[src/common/sim_map.vh]
// Offsets, field positions, reset values and timing counts of the integrity monitor block.
// Assumes a 16-bit register map that the host reaches over the serial port.
`ifndef SIM_MAP_VH
`define SIM_MAP_VH

// ----------------------------------------
// Register offsets
// ----------------------------------------
`define SIM_ADDR_STEP14      7'h2E
`define SIM_ADDR_STEP15      7'h2F
`define SIM_ADDR_CFG         7'h40

// ----------------------------------------
// Configuration fields
// ----------------------------------------
`define SIM_CFG_MAP_CRC_EN   15
`define SIM_CFG_CRC_TYPE     14
`define SIM_CFG_SCLK_CNT_EN  13
`define SIM_CFG_TIMEOUT_EN   12
`define SIM_CFG_FAULT_OUTPUT_POLARITY    8
`define SIM_CFG_HOST_POL     2
`define SIM_CFG_WIN_HI       1
`define SIM_CFG_WIN_LO       0
`define SIM_CFG_WMASK        16'hF107
`define SIM_CFG_RESET        16'h0000
`define SIM_RESULT_RESET     16'h0000

// ----------------------------------------
// Frame layout and check polynomials
// ----------------------------------------
`define SIM_FRAME_BITS       6'd40
`define SIM_CMD_BITS         6'd8
`define SIM_PAYLOAD_BITS     6'd24
`define SIM_CRC_INIT         16'hFFFF
`define SIM_POLY_CCITT       16'h1021
`define SIM_POLY_ANSI        16'h8005

// ----------------------------------------
// Timing, in oscillator periods; oscillator and mclk periods in picoseconds
// ----------------------------------------
`define SIM_TIMEOUT_OSC      16384
`define SIM_WIN1_OSC         5120
`define SIM_WIN2_OSC         10240
`define SIM_WIN3_OSC         20480
`define SIM_OSC_PERIOD_PS    122070
`define SIM_MCLK_PERIOD_PS   20000

`endif

[src/hw/sim_monitor.v]
// Serial register slave with results of steps 14 and 15 and the monitor configuration.
// Assumes serial pins are asynchronous to mclk_i and that sclk is far slower than mclk_i.
`timescale 1ns/1ps
`include "sim_map.vh"

module sim_monitor #(
    parameter TIMEOUT_OSC = `SIM_TIMEOUT_OSC,
    parameter WIN1_OSC    = `SIM_WIN1_OSC,
    parameter WIN2_OSC    = `SIM_WIN2_OSC,
    parameter WIN3_OSC    = `SIM_WIN3_OSC,
    parameter FAULT_BITS  = 8
) (
    input  wire                  mclk_i,
    input  wire                  nrst_i,
    input  wire                  csn_i,
    input  wire                  sclk_i,
    input  wire                  sdi_i,
    input  wire [15:0]           adc_b_step_fourteen_result_i,
    input  wire [15:0]           adc_b_step_fifteen_result_i,
    input  wire [FAULT_BITS-1:0] fault_status_i,
    input  wire [FAULT_BITS-1:0] fault_mask_i,
    output reg                   sdo_o,
    output reg                   sdo_oe_o,
    output reg                   fault_o,
    output reg                   host_loss_o,
    output reg                   map_section_one_check_enable_o,
    output reg                   crc_type_o,
    output reg  [15:0]           sclk_count_o,
    output reg                   frame_timeout_o
);

    // ----------------------------------------
    // Oscillator-period enable, rounded up so periods are never shorter
    // ----------------------------------------
    localparam integer OSC_DIV_N =
        (`SIM_OSC_PERIOD_PS + `SIM_MCLK_PERIOD_PS - 1) / `SIM_MCLK_PERIOD_PS;
    localparam [7:0]   OSC_DIV   = OSC_DIV_N[7:0];
    reg [7:0]  osc_cnt;
    reg        osc_tick;
    always @(posedge mclk_i) begin
        if (!nrst_i) begin
            osc_cnt  <= 8'h00;
            osc_tick <= 1'b0;
        end else begin
            osc_tick <= (osc_cnt == OSC_DIV - 8'h01);
            osc_cnt  <= (osc_cnt == OSC_DIV - 8'h01) ? 8'h00 : osc_cnt + 8'h01;
        end
    end

    // ----------------------------------------
    // Pin synchronisers and edge detection
    // ----------------------------------------
    reg [1:0] csn_s, sclk_s, sdi_s;
    reg       csn_d, sclk_d;
    always @(posedge mclk_i) begin
        if (!nrst_i) begin
            csn_s  <= 2'b11;
            sclk_s <= 2'b00;
            sdi_s  <= 2'b00;
            csn_d  <= 1'b1;
            sclk_d <= 1'b0;
        end else begin
            csn_s  <= {csn_s[0], csn_i};
            sclk_s <= {sclk_s[0], sclk_i};
            sdi_s  <= {sdi_s[0], sdi_i};
            csn_d  <= csn_s[1];
            sclk_d <= sclk_s[1];
        end
    end
    wire cs_fall = csn_d & ~csn_s[1];
    wire cs_rise = ~csn_d & csn_s[1];
    wire sck_up  = ~sclk_d & sclk_s[1] & ~csn_s[1];
    wire sck_dn  = sclk_d & ~sclk_s[1] & ~csn_s[1];

    // ----------------------------------------
    // Registers and frame state
    // ----------------------------------------
    reg  [15:0] cfg;
    reg  [15:0] step14, step15;
    reg  [5:0]  bit_cnt;
    reg  [23:0] payload;
    reg  [15:0] rx_crc, crc, out_sh;
    reg  [14:0] to_cnt;
    reg         timed_out, in_frame;
    wire [15:0] poly = cfg[`SIM_CFG_CRC_TYPE] ? `SIM_POLY_ANSI : `SIM_POLY_CCITT;
    wire        fb   = crc[15] ^ sdi_s[1];
    wire [15:0] next_crc = {crc[14:0], 1'b0} ^ (fb ? poly : 16'h0000);
    wire [6:0]  addr = payload[22:16];
    wire        frame_ok = in_frame && !timed_out && bit_cnt == `SIM_FRAME_BITS
                           && rx_crc == crc;
    reg  [15:0] rd_data;

    always @* begin
        case (payload[6:0])
            `SIM_ADDR_STEP14: rd_data = step14;
            `SIM_ADDR_STEP15: rd_data = step15;
            `SIM_ADDR_CFG:    rd_data = cfg;
            default:          rd_data = 16'h0000;
        endcase
    end

    // Results track the sequencer; bus writes never reach them
    always @(posedge mclk_i) begin
        if (!nrst_i) begin
            step14 <= `SIM_RESULT_RESET;
            step15 <= `SIM_RESULT_RESET;
        end else begin
            step14 <= adc_b_step_fourteen_result_i;
            step15 <= adc_b_step_fifteen_result_i;
        end
    end

    always @(posedge mclk_i) begin
        if (!nrst_i) begin
            cfg       <= `SIM_CFG_RESET;
            bit_cnt   <= 6'd0;
            payload   <= 24'h000000;
            rx_crc    <= 16'h0000;
            crc       <= `SIM_CRC_INIT;
            out_sh    <= 16'h0000;
            to_cnt    <= 15'd0;
            timed_out <= 1'b0;
            in_frame  <= 1'b0;
        end else if (cs_fall) begin
            // Only a falling chip-select opens a frame, so a stuck one stays dead
            in_frame  <= 1'b1;
            timed_out <= 1'b0;
            bit_cnt   <= 6'd0;
            crc       <= `SIM_CRC_INIT;
            to_cnt    <= 15'd0;
            out_sh    <= 16'h0000;
        end else if (cs_rise) begin
            in_frame <= 1'b0;
            if (frame_ok && payload[23] && addr == `SIM_ADDR_CFG)
                cfg <= payload[15:0] & `SIM_CFG_WMASK;
        end else if (in_frame) begin
            if (cfg[`SIM_CFG_TIMEOUT_EN] && osc_tick && !timed_out) begin
                if (to_cnt == TIMEOUT_OSC - 1)
                    timed_out <= 1'b1;
                to_cnt <= to_cnt + 15'd1;
            end
            if (sck_up && !timed_out && bit_cnt != `SIM_FRAME_BITS) begin
                bit_cnt <= bit_cnt + 6'd1;
                if (bit_cnt < `SIM_PAYLOAD_BITS) begin
                    payload <= {payload[22:0], sdi_s[1]};
                    crc     <= next_crc;
                end else begin
                    rx_crc <= {rx_crc[14:0], sdi_s[1]};
                end
            end
            // Read data is loaded once the command byte is in, then shifted on falling edges
            if (sck_dn && bit_cnt == `SIM_CMD_BITS)
                out_sh <= rd_data;
            else if (sck_dn && bit_cnt > `SIM_CMD_BITS && bit_cnt < `SIM_PAYLOAD_BITS)
                out_sh <= {out_sh[14:0], 1'b0};
        end
    end

    // ----------------------------------------
    // Host-loss watchdog
    // ----------------------------------------
    reg  [14:0] wd_cnt;
    reg         host_lost;
    wire [14:0] wd_lim = (cfg[1:0] == 2'b01) ? WIN1_OSC[14:0] :
                         (cfg[1:0] == 2'b10) ? WIN2_OSC[14:0] : WIN3_OSC[14:0];
    wire        valid_cmd = cs_rise && frame_ok;
    always @(posedge mclk_i) begin
        if (!nrst_i) begin
            wd_cnt    <= 15'd0;
            host_lost <= 1'b0;
        end else if (cfg[`SIM_CFG_WIN_HI:`SIM_CFG_WIN_LO] == 2'b00) begin
            wd_cnt    <= 15'd0;
            host_lost <= 1'b0;
        end else if (valid_cmd) begin
            wd_cnt <= 15'd0;
        end else if (osc_tick && !host_lost) begin
            if (wd_cnt >= wd_lim - 15'd1)
                host_lost <= 1'b1;
            wd_cnt <= wd_cnt + 15'd1;
        end
    end

    // ----------------------------------------
    // Clock edge counter and outputs
    // ----------------------------------------
    // Counter wraps silently; software reads it as a rolling total
    always @(posedge mclk_i) begin
        if (!nrst_i) begin
            sclk_count_o <= 16'h0000;
        end else if (!cfg[`SIM_CFG_SCLK_CNT_EN]) begin
            sclk_count_o <= 16'h0000;
        end else if (sck_up) begin
            sclk_count_o <= sclk_count_o + 16'h0001;
        end
    end

    always @(posedge mclk_i) begin
        if (!nrst_i) begin
            sdo_o                          <= 1'b0;
            sdo_oe_o                       <= 1'b0;
            fault_o                        <= 1'b0;
            host_loss_o                    <= 1'b0;
            map_section_one_check_enable_o <= 1'b0;
            crc_type_o                     <= 1'b0;
            frame_timeout_o                <= 1'b0;
        end else begin
            sdo_o    <= in_frame & out_sh[15];
            sdo_oe_o <= in_frame;
            fault_o  <= ~(|(fault_status_i & ~fault_mask_i))
                        ^ cfg[`SIM_CFG_FAULT_OUTPUT_POLARITY];
            host_loss_o <= ~host_lost ^ cfg[`SIM_CFG_HOST_POL];
            map_section_one_check_enable_o <= cfg[`SIM_CFG_MAP_CRC_EN];
            crc_type_o      <= cfg[`SIM_CFG_CRC_TYPE];
            frame_timeout_o <= timed_out;
        end
    end

endmodule // sim_monitor

[config.mk]
export PLATFORM = sky130hd
export DESIGN_NAME = sim_monitor
export DESIGN_NICKNAME = d
export VERILOG_FILES = /design/src/hw/sim_monitor.v
export VERILOG_INCLUDE_DIRS = /design/src /design/src/common
export SDC_FILE = /design/constraint.sdc
export NUM_CORES = 1
export LEC_CHECK = 0
export BUFFER_PORTS_ARGS = -buffer_cell sky130_fd_sc_hd__buf_2
export CAP_MARGIN = 20
export CORE_ASPECT_RATIO = 1.1
export CORE_MARGIN = 1.5
export CORE_UTILIZATION = 38
export DETAILED_ROUTE_END_ITERATION = 7
export GPL_ROUTABILITY_DRIVEN = 0
export SYNTH_ARGS = -nofsm -noshare
export SYNTH_HDL_FRONTEND = slang
export SYNTH_SLANG_ARGS = --single-unit
[constraint.sdc]
create_clock -name mclk_i -period 2.2 [get_ports mclk_i]
set_input_delay 0.44 -clock mclk_i [delete_from_list [all_inputs] [get_ports mclk_i]]
set_output_delay 0.44 -clock mclk_i [all_outputs]
set_load 0.01 [all_outputs]
==> results.tsv <==
stage	metric	value	unit
synthesis	syn_avg_cell_area	8.948	um^2
setup_path	crit_fanout	8	
grt	gr-usage-all-layers	0.1581	
floorplanning	die_area	21500	um^2
synthesis	async_flop_share	0	
clock_tree	hold_buffers	0	
synthesis	postSynthCellCount	876	
power_and_ir_drop	ir_worst_vdd	0.5179	mV
grt	grt_pass1_wl	27580	um
routing	dr.pass1.iters	6	
synthesis	synth_cell_types	53	
setup_path	slowest_stage	or4b_2	
clock_tree	cts_buffers	17	
cells_and_area	nNetsFinal	1025	
cells_and_area	fill_cells	1925	
place	place_hpwl	11310	um
sta	max_slew_margin	0.5338	
routing	drtIter0Drc	395	
power_and_ir_drop	switchingPower	1.572	mW
setup_path	required	2.53	ns
status	status	complete, but fails checks	
synthesis	yosys.area.top_type	dfxtp_1	
clock_tree	cts_sinks	191	
setup_path	path_cells	or4b_2, nor4_4, a221oi_1, o32ai_1	
synthesis	synth_nets	946	
sta	hold_slack	0.1807	ns
routing	ant_nets	0	
clock_tree	cts_tree	built	
place	pre_cts_slack	0.05410	ns
setup_path	slowest_delay	0.71	ns
clock_tree	ctsHtreeMaxLevel	4	
clock_tree	insertion_delay	0.44	ns
cells_and_area	area_growth_syn_to_layout	17.80	%
sta	final_hold_viol_count	0	
setup_path	r2r_slack	0.16	ns
power_and_ir_drop	p_sw_frac	0.2267	
synthesis	yosysMostFrequentCell	dfxtp_1	
floorplanning	die_w	139.9	um
sta	clock_skew	0.01841	ns
sta	final_max_slew_viol_count	0	
synthesis	synth_top_area_share	0.4878	
sta	tightest_slew	0.6983	ns
status	failed_checks	design-rule violations	
sta	rsz0062_at_grt	no	
synthesis	synth-edff-count	0	
synthesis	seq_area_frac_synth	0.4878	
synthesis	synthTopCellsByArea	dfxtp_1 (49%), nand2_1 (6.1%), xor2_1 (4.7%)	
grt	grt_max_degree	50	
power_and_ir_drop	powerDensity	750.8	nW/um^2
routing	viasPerCell	4.937	
power_and_ir_drop	total_power	6.932	mW
setup_path	critPathKind	reg -> reg	
grt	antenna_found_initial	0	
routing	wirelength	16310	um
clock_tree	clockBufferDepth	2	
synthesis	synthTopCellsByCount	dfxtp_1 (191), nand2_1 (128), nor2_1 (83)	
place	placement.io_buffers	75	
synthesis	syn-cell-area	7839	um^2
setup_path	cp_top_family	simple AND/OR/NAND/NOR gates	
sta	setup_viol	0	
hold_path	worstHoldPathType	in -> reg	
setup_path	worstSetupStartpointType	flip-flop	
sta	fin_tns_setup	0	ns
setup_path	crit_buf_inv	0	
setup_path	critPathArrivalTime	2.38	ns
synthesis	ys.flop_type	dfxtp_1	
sta	setup_ws	0.1577	ns
floorplanning	initial_core_util	0.3920	
cells_and_area	antenna_cells	0	
sta	fmax	489.6	MHz
floorplanning	num_rows	54	
cells_and_area	fin_util	0.4617	
synthesis	synth-seq-cells	191	
grt	first_global_vias	5614	
power_and_ir_drop	comb_power_share	0.027	
power_and_ir_drop	p_leak	3.594	nW
clock_tree	cts.root.buffer_cell	clkbuf_16	
cells_and_area	drive_gt1_frac	0.1663	
power_and_ir_drop	power.internal	5.361	mW
setup_path	cp-end-kind	flip-flop	
clock_tree	clkTransAtPathRegs	0.07	ns
routing	drc	4	
sta	period_needed	2.042	ns
synthesis	ys_warn_count	0	
job	max_cap_violations	0	
sta	post-route-period-util	0.9283	
power_and_ir_drop	seqPwrFrac	0.507	
floorplanning	core_area	20000	um^2
floorplanning	ios	76	
routing	wire_per_inst	13.37	um
routing	vias	6023	
grt	grt_remaining_overflow	0	
floorplanning	die_h	153.6	um
power_and_ir_drop	clkPwrFrac	0.466	
[layout by cell type, fill, tap and decap left out, types with 12 or more instances in the layout]
master / count
a21oi_1: 57
and3_1: 14
mux2i_1: 12
nor2_1: 83
inv_1: 18
buf_4: 30
xnor2_1: 32
and2_1: 45
nand3_1: 52
clkbuf_16: 17
dfxtp_1: 191
o21ai_0: 19
nand4_1: 22
nand2_1: 127
buf_2: 75
xor2_1: 42
ha_1: 17
[sequential cells by signal, indices dropped and copies added, names as in the netlist, 8 cells and up]
| signal | cells |
|---|---|
| cfg | 8 |
| sclk_count_o | 16 |
| wd_cnt | 15 |
| crc | 16 |
| to_cnt | 15 |
| step15 | 16 |
| osc_cnt | 8 |
| rx_crc | 16 |
| payload | 24 |
| out_sh | 16 |
| step14 | 16 |
[cell type report]
class	instances	area, um^2	area share
multi-input cells	619	3756	0.4068
clock buffers	18	439.2	0.04756
flip-flops and latches	191	3824	0.4141
inverters	19	71.32	0.007724
clock inverters	14	187.7	0.02033
well taps	252	315.3	0.03415
repair buffers	107	640.6	0.06938
[logic make-up after synthesis]
kind of cell / after synthesis / synth area share
muxes: 20 / 0.02682
DFF: 191 / 0.4878
adders and majority gates: 17 / 0.02713
AOI/OAI and AO/OA: 122 / 0.09721
buffers and inverters: 66 / 0.03416
and+or+nand+nor: 386 / 0.2442
xor gates and xnor gates: 74 / 0.08268
[worst register-to-register path, cell delays in order (launching register included)]
cell and delay, ns:
dfxtp_1 0.33, or4b_2 0.71, nor4_4 0.40, a221oi_1 0.19, o32ai_1 0.32
[worst paths after layout]
path,start,endpoint,cells after the start
max reg2reg,payload[3],out_sh[1],4
min reg2reg,sdi_s[0],sdi_s[1],1
max,payload[3],out_sh[1],4
min,csn_i,csn_s[0],2
[through the flow]
step                cells  area [um^2]
floorplan             876         7839
global placement     1188         8598
detailed placement   1188         8598
CTS                  1220         9225
global route         1220         9234
finish               1220         9234
[metal layers]
| layer | GRT usage | wire (um) | share of wire | vias to the layer above |
|---|---|---|---|---|
| met5 | 0 | 0 | 0 | - |
| met2 | 0.2480 | 7420 | 0.45 | 94 |
| li1 | - | - | - | 3126 |
| met3 | 0.04298 | 560 | 0.034 | 9 |
| met4 | 0.05213 | 182 | 0.011 | 0 |
| met1 | 0.2110 | 8147 | 0.50 | 2794 |
[what timing repair did]
action / 4_1_cts / 5_1_grt
gates resized for setup: 0 / 3
endpoints found under the setup margin: 0 / 25
buffers inserted: 0 / 0
[power by group through the flow]
stage | Clock [mW] | Combinational, mW | Sequential (mW)
after floorplan | 0 | 0.104 | 3.59
after global placement | 0 | 0.185 | 3.59
after detailed placement | 0 | 0.186 | 3.60
after CTS | 3.30 | 0.187 | 3.51
after global routing | 3.46 | 0.206 | 3.52
final | 3.23 | 0.184 | 3.51
Power figures use the tool's default switching activity.
